File: config.mk
export PLATFORM = sky130hd
export DESIGN_NAME = sram_host_ctrl
export DESIGN_NICKNAME = d
export VERILOG_FILES = /design/src/rtl/sram_ctrl_pkg.sv /design/src/rtl/pin_sync.sv /design/src/rtl/sram_host_ctrl.sv
export SDC_FILE = /design/constraint.sdc
export NUM_CORES = 1
export LEC_CHECK = 0
export BUFFER_PORTS_ARGS = -buffer_cell sky130_fd_sc_hd__buf_2
export CAP_MARGIN = 20
export CORE_MARGIN = 2
export CORE_UTILIZATION = 55
export CTS_BUF_LIST = sky130_fd_sc_hd__clkbuf_8
export DETAILED_ROUTE_END_ITERATION = 10
export PLACE_DENSITY = 0.82
export SETUP_SLACK_MARGIN = 0.3
export SLEW_MARGIN = 20
export SYNTH_ARGS = -nofsm -noshare
export SYNTH_HDL_FRONTEND = slang
export SYNTH_HIERARCHICAL = 1
export SYNTH_SLANG_ARGS = --single-unit
File: constraint.sdc
create_clock -name ref_clk_in -period 1.8 [get_ports ref_clk_in]
set_input_delay 0.36 -clock ref_clk_in [delete_from_list [all_inputs] [get_ports ref_clk_in]]
set_output_delay 0.36 -clock ref_clk_in [all_outputs]
set_load 0.05 [all_outputs]
File: src/rtl/sram_ctrl_pkg.sv
// Package of timing constants and states for the static memory host controller.
package sram_ctrl_pkg;
  // ==========================================================================
  // Geometry
  localparam int ADDR_W  = 17;
  localparam int DATA_W  = 16;
  localparam int WORDS   = 131072;
  // ==========================================================================
  // Timing in ns, fast grade selected by default
  localparam int CLK_PERIOD_NS                 = 10;
  localparam int READ_CYCLE_TIME_NS            = 55;
  localparam int ADDRESS_ACCESS_TIME_NS        = 55;
  localparam int SELECT_ACCESS_TIME_NS         = 55;
  localparam int OUTPUT_ENABLE_ACCESS_TIME_NS  = 25;
  localparam int BYTE_ENABLE_ACCESS_TIME_NS    = 25;
  localparam int ADDRESS_CHANGE_OUTPUT_HOLD_NS = 10;
  localparam int WRITE_CYCLE_TIME_NS           = 55;
  localparam int ADDRESS_SETUP_TO_WRITE_END_NS = 45;
  localparam int WRITE_DATA_SETUP_NS           = 25;
  localparam int STROBE_TO_TRISTATE_DELAY_NS   = 20;
  localparam int BUS_TURN_NS                   = 25;
  // ==========================================================================
  // Cycle counts, least times rounded up
  localparam int READ_CYC  = (READ_CYCLE_TIME_NS + CLK_PERIOD_NS - 1) / CLK_PERIOD_NS;
  localparam int WRITE_CYC = (ADDRESS_SETUP_TO_WRITE_END_NS + CLK_PERIOD_NS - 1)
                             / CLK_PERIOD_NS;
  localparam int WDATA_CYC = (WRITE_DATA_SETUP_NS + CLK_PERIOD_NS - 1) / CLK_PERIOD_NS;
  localparam int TURN_CYC  = (BUS_TURN_NS + CLK_PERIOD_NS - 1) / CLK_PERIOD_NS;
  localparam int CNT_W     = 4;
  localparam logic [CNT_W-1:0] READ_LAST  = CNT_W'(READ_CYC - 1);
  localparam logic [CNT_W-1:0] WRITE_LAST = CNT_W'(WRITE_CYC - 1);
  localparam logic [CNT_W-1:0] TURN_LAST  = CNT_W'(TURN_CYC - 1);
  localparam logic [CNT_W-1:0] CNT_ZERO   = 4'h0;
  // ==========================================================================
  // States
  typedef enum logic [1:0] {
    ST_IDLE  = 2'b00,
    ST_READ  = 2'b01,
    ST_WRITE = 2'b10,
    ST_TURN  = 2'b11
  } state_t;
endpackage : sram_ctrl_pkg

File: src/rtl/pin_sync.sv
// Three-stage synchroniser for the data bus inputs.
module pin_sync #(
  parameter int WIDTH = 16
) (
  // Clock and reset
  input  wire logic             ref_clk_in,
  input  wire logic             rst_n_in,
  // Data
  input  wire logic [WIDTH-1:0] async_in,
  output logic      [WIDTH-1:0] sync_out
);
  logic [WIDTH-1:0] s1_r;
  logic [WIDTH-1:0] s2_r;
  logic [WIDTH-1:0] s3_r;

  // ==========================================================================
  // Stages
  always_ff @(posedge ref_clk_in) begin
    if (!rst_n_in) begin
      s1_r <= '0;
      s2_r <= '0;
      s3_r <= '0;
      sync_out <= '0;
    end else begin
      s1_r <= async_in;
      s2_r <= s1_r;
      s3_r <= s2_r;
      // A bit only changes once the second and third stages agree.
      for (int i = 0; i < WIDTH; i++) begin
        if (s2_r[i] == s3_r[i]) begin
          sync_out[i] <= s3_r[i];
        end
      end
    end
  end
endmodule : pin_sync

File: src/rtl/sram_host_ctrl.sv
// Host controller that sequences an asynchronous 128K x 16 static memory.
// ============================================================================
// Overview of operation
// - Write only while select and strobe low.
// - Read: select, output enable low, strobe high.
// - Write interval is select and strobe overlap.
// - Data setup measured from write-ending edge.
// - Strobe-ended write cycle covers tristate plus setup.
// - Host never drives bus during reads.
// - Address stable before write end.
// - Write data present before write end.
module sram_host_ctrl (
  // Clock and reset
  input  wire logic        ref_clk_in,
  input  wire logic        rst_n_in,
  // User request
  input  wire logic        req_valid_in,
  input  wire logic        req_write_in,
  input  wire logic [16:0] req_addr_in,
  input  wire logic [15:0] req_wdata_in,
  input  wire logic [1:0]  req_lane_en_in,
  output logic             req_ready_out,
  // User answer
  output logic             rsp_valid_out,
  output logic [15:0]      rsp_rdata_out,
  // Memory pins
  output logic [16:0]      mem_addr_out,
  output logic             chip_select_n_out,
  output logic             write_strobe_n_out,
  output logic             output_enable_n_out,
  output logic             upper_byte_enable_n_out,
  output logic             lower_byte_enable_n_out,
  input  wire logic [15:0] mem_data_in,
  output logic [15:0]      mem_data_out,
  output logic             mem_data_oe_out
);
  sram_ctrl_pkg::state_t                 state_r;
  logic [sram_ctrl_pkg::CNT_W-1:0]       cnt_r;
  logic [15:0]                           data_sync;
  logic                                  accept;

  // ==========================================================================
  // Input synchroniser
  pin_sync #(
    .WIDTH(16)
  ) u_sync (
    .ref_clk_in(ref_clk_in),
    .rst_n_in  (rst_n_in),
    .async_in  (mem_data_in),
    .sync_out  (data_sync)
  );

  // A request with no lane enabled is finished without asserting select or the strobes; address and data outputs still load.
  assign req_ready_out = (state_r == sram_ctrl_pkg::ST_IDLE);
  assign accept        = req_valid_in && req_ready_out;

  // ==========================================================================
  // Sequencer
  always_ff @(posedge ref_clk_in) begin
    if (!rst_n_in) begin
      state_r <= sram_ctrl_pkg::ST_IDLE;
      cnt_r   <= sram_ctrl_pkg::CNT_ZERO;
    end else begin
      case (state_r)
        sram_ctrl_pkg::ST_IDLE: begin
          cnt_r <= sram_ctrl_pkg::CNT_ZERO;
          if (accept && req_lane_en_in != 2'h0) begin
            state_r <= req_write_in ? sram_ctrl_pkg::ST_WRITE : sram_ctrl_pkg::ST_READ;
          end
        end
        sram_ctrl_pkg::ST_READ: begin
          cnt_r <= cnt_r + 4'h1;
          // Sampling waits the access time, the three stages and the held output stage.
          if (cnt_r == sram_ctrl_pkg::READ_LAST + 4'h4) begin
            state_r <= sram_ctrl_pkg::ST_TURN;
            cnt_r   <= sram_ctrl_pkg::CNT_ZERO;
          end
        end
        sram_ctrl_pkg::ST_WRITE: begin
          cnt_r <= cnt_r + 4'h1;
          if (cnt_r == sram_ctrl_pkg::WRITE_LAST) begin
            state_r <= sram_ctrl_pkg::ST_TURN;
            cnt_r   <= sram_ctrl_pkg::CNT_ZERO;
          end
        end
        sram_ctrl_pkg::ST_TURN: begin
          // Recovery lets the memory float its outputs before the next access.
          cnt_r <= cnt_r + 4'h1;
          if (cnt_r == sram_ctrl_pkg::TURN_LAST) begin
            state_r <= sram_ctrl_pkg::ST_IDLE;
          end
        end
        default: begin
          state_r <= sram_ctrl_pkg::ST_IDLE;
        end
      endcase
    end
  end

  // ==========================================================================
  // Address, lanes and write data
  always_ff @(posedge ref_clk_in) begin
    if (!rst_n_in) begin
      mem_addr_out            <= 17'h00000;
      mem_data_out            <= 16'h0000;
      upper_byte_enable_n_out <= 1'b1;
      lower_byte_enable_n_out <= 1'b1;
    end else if (accept) begin
      mem_addr_out            <= req_addr_in;
      mem_data_out            <= req_wdata_in;
      lower_byte_enable_n_out <= ~req_lane_en_in[0];
      upper_byte_enable_n_out <= ~req_lane_en_in[1];
    end else if (state_r == sram_ctrl_pkg::ST_TURN) begin
      upper_byte_enable_n_out <= 1'b1;
      lower_byte_enable_n_out <= 1'b1;
    end
  end

  // ==========================================================================
  // Control strobes
  always_ff @(posedge ref_clk_in) begin
    if (!rst_n_in) begin
      chip_select_n_out   <= 1'b1;
      write_strobe_n_out  <= 1'b1;
      output_enable_n_out <= 1'b1;
      mem_data_oe_out     <= 1'b0;
    end else if (accept && req_lane_en_in != 2'h0) begin
      chip_select_n_out   <= 1'b0;
      write_strobe_n_out  <= ~req_write_in;
      output_enable_n_out <= req_write_in;
      mem_data_oe_out     <= req_write_in;
    end else if ((state_r == sram_ctrl_pkg::ST_READ && cnt_r == sram_ctrl_pkg::READ_LAST
                  + 4'h4) || (state_r == sram_ctrl_pkg::ST_WRITE
                  && cnt_r == sram_ctrl_pkg::WRITE_LAST)) begin
      // Select rises together with the write strobe or output enable; after a read the memory stops driving its outputs.
      chip_select_n_out   <= 1'b1;
      write_strobe_n_out  <= 1'b1;
      output_enable_n_out <= 1'b1;
    end else if (state_r == sram_ctrl_pkg::ST_TURN) begin
      // Data held one cycle past the write end gives zero hold.
      mem_data_oe_out <= 1'b0;
    end
  end

  // ==========================================================================
  // Read answer
  always_ff @(posedge ref_clk_in) begin
    if (!rst_n_in) begin
      rsp_valid_out <= 1'b0;
      rsp_rdata_out <= 16'h0000;
    end else begin
      rsp_valid_out <= 1'b0;
      if (state_r == sram_ctrl_pkg::ST_READ && cnt_r == sram_ctrl_pkg::READ_LAST + 4'h4) begin
        rsp_valid_out <= 1'b1;
        rsp_rdata_out <= data_sync;
      end
    end
  end

  // ==========================================================================
  // Checks
  no_contention_a: assert property (@(posedge ref_clk_in) disable iff (!rst_n_in)
    !(mem_data_oe_out && !output_enable_n_out))
    else $error("Host drives bus while output enable low.");

  write_setup_a: assert property (@(posedge ref_clk_in) disable iff (!rst_n_in)
    $rose(write_strobe_n_out) |-> $past(!write_strobe_n_out, 5) && $stable(mem_addr_out))
    else $error("Write strobe shorter than address setup.");

  write_data_a: assert property (@(posedge ref_clk_in) disable iff (!rst_n_in)
    $rose(write_strobe_n_out) |-> mem_data_oe_out && $past(mem_data_oe_out, 3))
    else $error("Write data not set up before strobe end.");

  write_pair_a: assert property (@(posedge ref_clk_in) disable iff (!rst_n_in)
    !write_strobe_n_out |-> !chip_select_n_out && output_enable_n_out)
    else $error("Write strobe without select.");

  read_space_a: assert property (@(posedge ref_clk_in) disable iff (!rst_n_in)
    $fell(output_enable_n_out) |-> !output_enable_n_out [*8])
    else $error("Read shorter than access time.");

  joint_rise_a: assert property (@(posedge ref_clk_in) disable iff (!rst_n_in)
    $rose(write_strobe_n_out) |-> $rose(chip_select_n_out))
    else $error("Strobe and select did not rise together.");

  empty_write_a: assert property (@(posedge ref_clk_in) disable iff (!rst_n_in)
    accept && req_lane_en_in == 2'h0 |=> chip_select_n_out)
    else $error("Empty lane request touched the memory.");

  read_answer_a: assert property (@(posedge ref_clk_in) disable iff (!rst_n_in)
    $fell(output_enable_n_out) |-> ##10 rsp_valid_out)
    else $error("Read answer not on time.");

  turn_gap_a: assert property (@(posedge ref_clk_in) disable iff (!rst_n_in)
    $rose(chip_select_n_out) |-> chip_select_n_out [*3])
    else $error("Recovery gap too short.");
endmodule : sram_host_ctrl
Yosys cells after proc, flatten, opt, wreduce, memory -nomap -nowiden
Cells that the tools add are included.
{"block": "op_classes", "add_sub_neg": 1, "eq_ne": 27, "reduce_logical": 12, "bitwise_logic": 3, "mux": 20}
{"op": "$eq A1 B1 Y1", "n": 16}
{"op": "$pmux W4 S4", "n": 1}
{"op": "$mux W1", "n": 11}
{"op": "$mux W2", "n": 5}
{"op": "$mux W4", "n": 2}
{"op": "$pmux W2 S4", "n": 1}
{"op": "$reduce_bool A2 Y1", "n": 4}
{"op": "$ne A2 B2 Y1 const B", "n": 3}
{"op": "$add A4 B1 Y4 const B", "n": 1}
{"op": "$eq A2 B2 Y1 const B", "n": 2}
{"op": "$eq A4 B2 Y1 const B", "n": 1}
{"op": "$eq A4 B3 Y1 const B", "n": 1}
{"op": "$eq A4 B4 Y1 const B", "n": 1}
{"op": "$logic_and A1 B1 Y1", "n": 4}
{"op": "$ne A2 B1 Y1 const B", "n": 2}
{"op": "$reduce_and A4 Y1", "n": 1}
{"op": "$not A1 Y1", "n": 3}
{"op": "$eq A2 B1 Y1 const B", "n": 1}
{"op": "$logic_not A2 Y1", "n": 1}
{"op": "$reduce_and A2 Y1", "n": 1}
{"op": "$logic_or A1 B1 Y1", "n": 1}
{"block": "totals", "regBits": 126, "elab_cells": 94, "input_bits": 55, "out_inout_bits": 57}

Longest topological paths before layout
Gate-level depths: netlist of run 1.
{"block": "logic_depth", "depth_word": 5, "ltp_mapped": 7, "ltp_nobuf": 6}

Cells and area by module
The synthesis of run 1 kept the hierarchy.
{"module": "sram_host_ctrl", "n_inst": 1, "area_per_inst_um2": 2506.2, "cells_per_inst": 292, "seq_area_each_um2": 1241.2}
{"module": "pin_sync", "n_inst": 1, "area_per_inst_um2": 1950.6, "cells_per_inst": 167, "seq_area_each_um2": 1281.2}

Worst setup path after synthesis of run 1
No wires, ideal clock.
{"block": "synth_timing", "kind": "flip-flop to flip-flop", "start": "reg state_r[0]", "end": "reg mem_addr_out[0]", "t_arrival_ps": 1678, "period_less_slack_ps": 1748, "setup_slack_ps": 52, "n_path_buf": 2, "path_stages_with_launch": 8, "required_time_ps": 1730, "setup_time_ps": 70, "path_cell_list": "dfxtp_1 > inv_1 > ha_1 > and2_1 > buf_2 > buf_2 > nand2_1 > a21boi_1"}
{"block": "synth_via", "elab_chain_len": 2}
{"element": "start, declared", "line_no": "sram_host_ctrl.sv:37", "source": "sram_ctrl_pkg::state_t state_r;"}
{"element": "start signal, assigned", "line_no": "sram_host_ctrl.sv:61", "source": "state_r <= sram_ctrl_pkg::ST_IDLE;"}
{"element": "start signal, assigned", "line_no": "sram_host_ctrl.sv:68", "source": "state_r <= req_write_in ? sram_ctrl_pkg::ST_WRITE : sram_ctrl_pkg::ST_READ;"}
{"element": "start signal, assigned", "line_no": "sram_host_ctrl.sv:75", "source": "state_r <= sram_ctrl_pkg::ST_TURN;"}
{"element": "$logic_not A2 Y1", "line_no": "sram_host_ctrl.sv:54", "source": "assign req_ready_out = (state_r == sram_ctrl_pkg::ST_IDLE);"}
{"element": "named net req_ready_out", "line_no": "sram_host_ctrl.sv:22", "source": "output logic req_ready_out,"}
{"element": "$logic_and A1 B1 Y1", "line_no": "sram_host_ctrl.sv:55", "source": "assign accept = req_valid_in && req_ready_out;"}
{"element": "end signal, assigned", "line_no": "sram_host_ctrl.sv:109", "source": "mem_addr_out <= req_addr_in;"}
{"element": "end, declared", "line_no": "sram_host_ctrl.sv:27", "source": "output logic [16:0] mem_addr_out,"}
The timed path passes the listed nets, and every way through them passes these cells.
A chain may end at the register's enable or synchronous reset.

Final worst setup path of run 1
{"block": "layout_timing", "start": "reg cnt_r[1] (netlist name)", "end": "reg state_r[0]"}
{"block": "layout_via", "elab_chain_len": 3, "elab_cells_between_ends": 7, "classes_between": "eq/ne: 6; reduce/logical: 1"}
{"element": "start, declared", "line_no": "sram_host_ctrl.sv:38", "source": "logic [sram_ctrl_pkg::CNT_W-1:0] cnt_r;"}
{"element": "start signal, assigned", "line_no": "sram_host_ctrl.sv:62", "source": "cnt_r <= sram_ctrl_pkg::CNT_ZERO;"}
{"element": "start signal, assigned", "line_no": "sram_host_ctrl.sv:66", "source": "cnt_r <= sram_ctrl_pkg::CNT_ZERO;"}
{"element": "start signal, assigned", "line_no": "sram_host_ctrl.sv:72", "source": "cnt_r <= cnt_r + 4'h1;"}
{"element": "$eq A4 B4 Y1, or another cell as far along", "line_no": "sram_host_ctrl.sv:74", "source": "if (cnt_r == sram_ctrl_pkg::READ_LAST + 4'h4) begin"}
{"element": "$ne A2 B1 Y1 (no line) or $ne A2 B2 Y1 (tied branches)"}
{"element": "$reduce_and A4 Y1 (no line) (*)"}
{"element": "end signal, assigned", "line_no": "sram_host_ctrl.sv:75"}
{"element": "end signal, assigned", "line_no": "sram_host_ctrl.sv:82", "source": "state_r <= sram_ctrl_pkg::ST_TURN;"}
{"element": "end signal, assigned", "line_no": "sram_host_ctrl.sv:90", "source": "state_r <= sram_ctrl_pkg::ST_IDLE;"}
Every way passes the cells marked *; elsewhere a longest branch is shown, timed or not.

==> impl_metrics.yaml, run 1 <==
detailed_routing:
  firstDrtPassIters: 5
  route.detailed.drc: 0
  drt-initial-drc-count: 138
  viasPerCell: 4.95
  vias: 3431
  antenna_left: 0
  wl_um: 9100
  wl_per_cell_um: 13.1
cts:
  cts_buffers: 17
  clock_sinks: 126
  worstSkewPairLatency_ns: 0.43
  ctsHoldBuffers: 0
  cts_tree: "done"
  cts_buffer_depth: 2
  path_clk_slew_ns: 0.08
  cts_root_buf: "clkbuf_8"
  ctsHtreeMaxLevel: 4
die:
  die-area_um2: 8840
  core_um2: 7810
  die_width_um: 94.0
  num_rows: 32
  start_util: 0.571
  ioPinCount: 112
  die_y_um: 94.0
global_routing:
  grt_pass1_wl_um: 14200
  track_usage: 0.206
  antenna_found_initial: 0
  grt_max_degree: 68
  grt_pass1_vias: 3208
  grt-ovfl-total: 0
critical_path:
  crit_fanout: 4
  regToRegStartpoint: "cnt_r[1]"
  arrival_ns: 1.86
  max_stage_delay_ns: 0.34
  start_kind: "flip-flop"
  crit_family: "compound AO/OA/AOI/OAI gates"
  crit_slowest_cell: "dfxtp_2"
  endpoint_kind: "flip-flop"
  ff2ff_path_depth: 6
  reg2reg_slack_ns: 0.26
  crit_chain: "inv_1, ha_2, nand3b_1, a22oi_2, o21ai_2, a31o_1"
  crit_buf_inv: 1
  cp.required_ns: 2.11
  worstSetupPathType: "flip-flop to flip-flop"
  reg2reg_to: "state_r[0]"
pwr:
  p_sw_mw: 2.37
  power_density_nw_per_um2: 1290
  power_frac_seq: 0.422
  leakagePower_nw: 2.45
  max-vdd-ir-drop_uv: 697
  p_comb_frac: 0.218
  p_int_mw: 4.92
  clockPowerShare: 0.360
  p_sw_frac: 0.325
yosys:
  synth_nets: 522
  synth-async-reset-ratio: 0
  syn_area_um2: 4460
  synth_warnings: 6
  synthAdderAreaFrac: 0.0225
  synthMuxAreaShare: 0.00225
  yosysUniqueCellTypes: 34
  synth-xor-area-share: 0.00393
  synth_edf_count: 0
  syn_area_per_cell_um2: 9.71
  synth_top_family_by_area: "simple AND/OR/NAND/NOR gates"
  synth-main-ff-cell: "dfxtp_1"
  synth-compound-area-share: 0.170
  synth_seq_cells: 126
  synthesis.instances: 459
  synth_seq_area_share: 0.566
  synth-simple-area-share: 0.200
placed_design:
  hpwl_um: 6120
  place_ws_ns: 0.112
  io_buffers: 111
  place.gp.congestion: 0.855
timing:
  post-route-period-util: 0.857
  finalHoldViolations: 0
  whs_ns: 0.128
  maxSlewViolCount: 0
  finalCriticalPeriod_ns: 1.54
  finalWorstSetupSlack_ns: 0.258
  relSlewSlack: 0.738
  rsz0062_at_grt: "yes"
  fin_skew_ns: 0.0119
  tns_ns: 0
  max_freq_mhz: 649
  setup_violations: 0
  worst_pin_slew_ns: 0.392
final_layout:
  regArea_um2: 2530
  antenna_cells: 0
  layout-drive-gt1-share: 0.313
  nets: 641
  areaGrowthSynthToFinish_pct: 26.7
  multi_input_area_um2: 1840
  fill_cells: 588
worst_hold_path:
  hold_depth: 2
  hold_class: "input port to flip-flop"
  hold_end: "u_sync/s1_r[5]"
  min_from: "mem_data_in[5]"
job:
  cap_violations: 0
outcome:
  status: "finished, final reports clean"
[kinds of logic after synthesis]
| kind of cell | after synthesis |
|---|---|
| DFF | 126 |
| and+or+nand+nor | 191 |
| xor gates and xnor gates | 2 |
| buffers and inverters | 29 |
| AOI/OAI and AO/OA | 102 |
| adders and majority gates | 8 |
| muxes | 1 |
[layout make-up]
class	count	area share
well taps	102	0.0226
multi-input cells	304	0.326
clock inverters	15	0.0348
inverters	7	0.00510
flip-flops and latches	126	0.448
repair buffers	122	0.122
clock buffers	17	0.0414
[state kept, by name (all words and copies together) (netlist names)]
name,cells
chip_select_n_out,1
cnt_r,4
lower_byte_enable_n_out,1
mem_addr_out,17
mem_data_oe_out,1
mem_data_out,16
output_enable_n_out,1
rsp_rdata_out,16
rsp_valid_out,1
state_r,2
u_sync/s1_r,16
u_sync/s2_r,16
u_sync/s3_r,16
u_sync/sync_out,16
upper_byte_enable_n_out,1
write_strobe_n_out,1
[per-layer routing]
layer / share of wire / global-route usage / vias up
li1: - / - / 1738
met1: 0.42 / 0.230 / 1559
met2: 0.50 / 0.358 / 111
met3: 0.058 / 0.0690 / 23
met4: 0.023 / 0.0882 / 0
met5: 0 / 0 / -
[through the flow]
step / power [mW] / cells / utilization / cell area (um^2)
detailed placement: 4.56 / 657 / 0.653 / 5100
CTS: 7.27 / 692 / 0.718 / 5610
global route: 7.60 / 693 / 0.723 / 5650
floorplan: 4.20 / 459 / - / 4470
global placement: 4.51 / 657 / 0.653 / 5100
finish: 7.30 / 693 / 0.723 / 5650
[worst register-to-register path, cell delays in order, from the launching register on]
cell      delay [ns]
dfxtp_2         0.34
inv_1           0.09
ha_2            0.19
nand3b_1        0.12
a22oi_2         0.31
o21ai_2         0.13
a31o_1          0.24
[synthesized netlist by cell type, types with 2 or more instances]
master,n,area (um^2)
a21boi_0,17,128
a21boi_1,38,285
a21boi_2,12,135
a21oi_1,3,15.0
and2_1,50,313
buf_2,5,25.0
buf_4,4,30.0
buf_6,4,45.0
clkbuf_1,9,33.8
dfxtp_1,126,2520
ha_1,8,100
inv_1,7,26.3
nand2_1,126,473
nand2b_1,2,12.5
nand3_1,2,10.0
nor2_1,2,7.51
nor3_1,4,20.0
o211ai_1,2,15.0
o21ai_0,19,95.1
o21ai_1,3,15.0
o31ai_1,3,22.5
[what timing repair did]
action,in CTS,in global routing
pin swaps,3,2
buffers inserted,3,1
gates resized for setup,12,11
setup endpoints to repair,20,49
[power groups by stage]
stage	Sequential, mW	Combinational [mW]	Clock, mW
detailed placement	3.14	1.43	0
floorplan	3.55	0.653	0
finish	3.08	1.59	2.63
CTS	3.07	1.52	2.68
global route	3.10	1.69	2.81
global placement	3.12	1.38	0
[worst max path at each step]
| stage | slack, ns | from | depth (start not counted) | end |
|---|---|---|---|---|
| CTS | 0.21 | state_r[1] | 3 | req_ready_out |
| global placement | 0.27 | state_r[1] | 5 | state_r[0] |
| detailed placement | 0.11 | state_r[1] | 5 | state_r[0] |
| floorplan | 0.33 | state_r[1] | 5 | state_r[0] |
| global route | 0.23 | state_r[0] | 3 | req_ready_out |
| finish | 0.26 | cnt_r[1] | 6 | state_r[0] |
[layout by cell type (no fill, tap or decap), types with 2 or more instances in the layout]
master	n
nand2_1	126
dfxtp_1	122
buf_2	110
and2_1	50
a21boi_1	37
o21ai_0	19
a21boi_0	17
clkbuf_8	17
a21boi_2	13
inv_6	7
buf_4	7
inv_1	5
nor3_1	4
ha_1	4
o31ai_1	3
ha_2	3
bufinv_16	3
clkinvlp_4	3
dfxtp_2	3
buf_12	3
a21oi_1	2
nand2b_1	2
o211ai_1	2
o21ai_2	2
nand3_1	2
nor2_1	2
o21ai_1	2
inv_8	2
Power figures use the tool's default switching activity.
==> run 2, diff against run 1 <==
--- a/config.mk
+++ b/config.mk
@@ -7,11 +7,13 @@
 export LEC_CHECK = 0
 export BUFFER_PORTS_ARGS = -buffer_cell sky130_fd_sc_hd__buf_2
 export CAP_MARGIN = 20
+export CELL_PAD_IN_SITES_DETAIL_PLACEMENT = 0
+export CELL_PAD_IN_SITES_GLOBAL_PLACEMENT = 1
 export CORE_MARGIN = 2
-export CORE_UTILIZATION = 55
+export CORE_UTILIZATION = 41
 export CTS_BUF_LIST = sky130_fd_sc_hd__clkbuf_8
 export DETAILED_ROUTE_END_ITERATION = 10
-export PLACE_DENSITY = 0.82
+export PLACE_DENSITY_LB_ADDON = 0.1
 export SETUP_SLACK_MARGIN = 0.3
 export SLEW_MARGIN = 20
 export SYNTH_ARGS = -nofsm -noshare
==> run 2 against run 1 <==
Against the previous run:
- flip-flop and latch count stayed put
- critical endpoint is now req_ready_out
- die area is 33% higher
- sequential share of layout area shrank 0.26 points
- total power is 1.5% lower
- wire length is 5.5% lower
- largest power group unchanged
- critical path type is now flip-flop to output port
- highest routed layer unchanged
==> impl_metrics.yaml, run 2 (same netlist as run 1, synthesis figures left out) <==
outcome:
  status: "finished, final reports clean"
worst_hold_path:
  hold_depth: 2
  hold_end: "u_sync/s1_r[13]"
  min_from: "mem_data_in[13]"
  hold_class: "input port to flip-flop"
timing:
  tns_ns: 0
  rsz0062_at_grt: "yes"
  maxSlewViolCount: 0
  worst_pin_slew_ns: 0.427
  setup_violations: 0
  finalCriticalPeriod_ns: 1.52
  fin_skew_ns: 0.0136
  relSlewSlack: 0.716
  finalHoldViolations: 0
  post-route-period-util: 0.844
  max_freq_mhz: 658
  finalWorstSetupSlack_ns: 0.281
job:
  cap_violations: 0
critical_path:
  crit_fanout: 5
  cp.required_ns: 1.44
  ff2ff_path_depth: 5
  arrival_ns: 1.16
  reg2reg_slack_ns: 0.35
  regToRegStartpoint: "state_r[1]"
  start_kind: "flip-flop"
  reg2reg_to: "state_r[0]"
  endpoint_kind: "output port"
  worstSetupPathType: "flip-flop to output port"
final_layout:
  largest_reg_flops: 17
  nets: 642
  areaGrowthSynthToFinish_pct: 27.3
  regMostFlops: "mem_addr_out"
  final_common_cell: "nand2_1"
  layout-drive-gt1-share: 0.307
  final_cells: 732
  antenna_cells: 0
  mostFrequentLayoutCells: "nand2_1, dfxtp_1, buf_2"
  fin_area_um2: 5680
global_routing:
  grt-ovfl-total: 0
  grt_pass1_wl_um: 14400
  grt_max_degree: 66
  antenna_found_initial: 0
  grt_pass1_vias: 3174
  track_usage: 0.156
detailed_routing:
  antenna_left: 0
  route.detailed.drc: 0
  viasPerCell: 4.56
  wl_um: 8600
  drt-initial-drc-count: 115
  wl_per_cell_um: 11.8
  firstDrtPassIters: 4
  vias: 3337
die:
  core_um2: 10700
  die_width_um: 108
  die-area_um2: 11700
  die_y_um: 108
  start_util: 0.415
  num_rows: 38
  ioPinCount: 112
placed_design:
  place.gp.congestion: 0.719
  io_buffers: 111
  hpwl_um: 5960
  placed_area_um2: 5150
  dp.cells: 696
  place_ws_ns: 0.201
pwr:
  leakagePower_nw: 2.46
  max-vdd-ir-drop_uv: 529
  power_density_nw_per_um2: 1270
  power_mw: 7.18
cts:
  ctsHoldBuffers: 0
  cts_tree: "done"
  clock_sinks: 126
  path_clk_slew_ns: 0.08
  worstSkewPairLatency_ns: 0.41
  ctsHtreeMaxLevel: 4
  cts_buffers: 17
  cts_buffer_depth: 2
  cts_root_buf: "clkbuf_8"
==> run 2: critical path, stage by stage, from the launching register on <==
cell     delay (ns)
dfxtp_4        0.37
inv_4          0.06
ha_4           0.16
buf_8          0.15
==> run 2: cell type report <==
class | count | area, um^2
tap | 140 | 175
timing repair buffer | 123 | 697
clock inverter | 14 | 179
fill | 1045 | 5070
multi-input combinational | 304 | 1820
clock buffer | 18 | 248
sequential | 126 | 2530
inverter | 7 | 28.8
==> run 2: power by group <==
group | internal (mW) | switching [mW] | total (mW)
Combinational | 0.513 | 1.02 | 1.54
Clock | 1.44 | 1.14 | 2.58
Sequential | 2.98 | 0.0928 | 3.07
==> run 2: worst max path at each step <==
stage / start / endpoint / slack (ns)
2_1_floorplan: state_r[1] / state_r[0] / 0.33
3_3_place_gp: state_r[1] / state_r[0] / 0.26
3_5_place_dp: state_r[1] / state_r[0] / 0.20
4_1_cts: state_r[0] / req_ready_out / 0.25
5_1_grt: state_r[0] / req_ready_out / 0.22
6_report: state_r[0] / req_ready_out / 0.28
==> run 2: metrics by stage <==
step,hold slack (ns),utilization
6_report,0.144,0.528
3_5_place_dp,0.417,0.479
5_1_grt,0.122,0.528
4_1_cts,0.114,0.524
2_1_floorplan,0.406,-
3_3_place_gp,0.411,0.479
==> run 2: repair_timing <==
item                       in CTS  in global routing
pin swaps                       2                  1
hold endpoints to repair        0                  0
setup endpoints to repair      26                 28
gates resized for setup         8                  9
buffers inserted                3                  1
==> run 2: per-layer routing <==
metal	global-route usage	wire [um]
met1	0.186	3940
met2	0.262	4040
met3	0.0434	518
met4	0.0723	95
met5	0	0
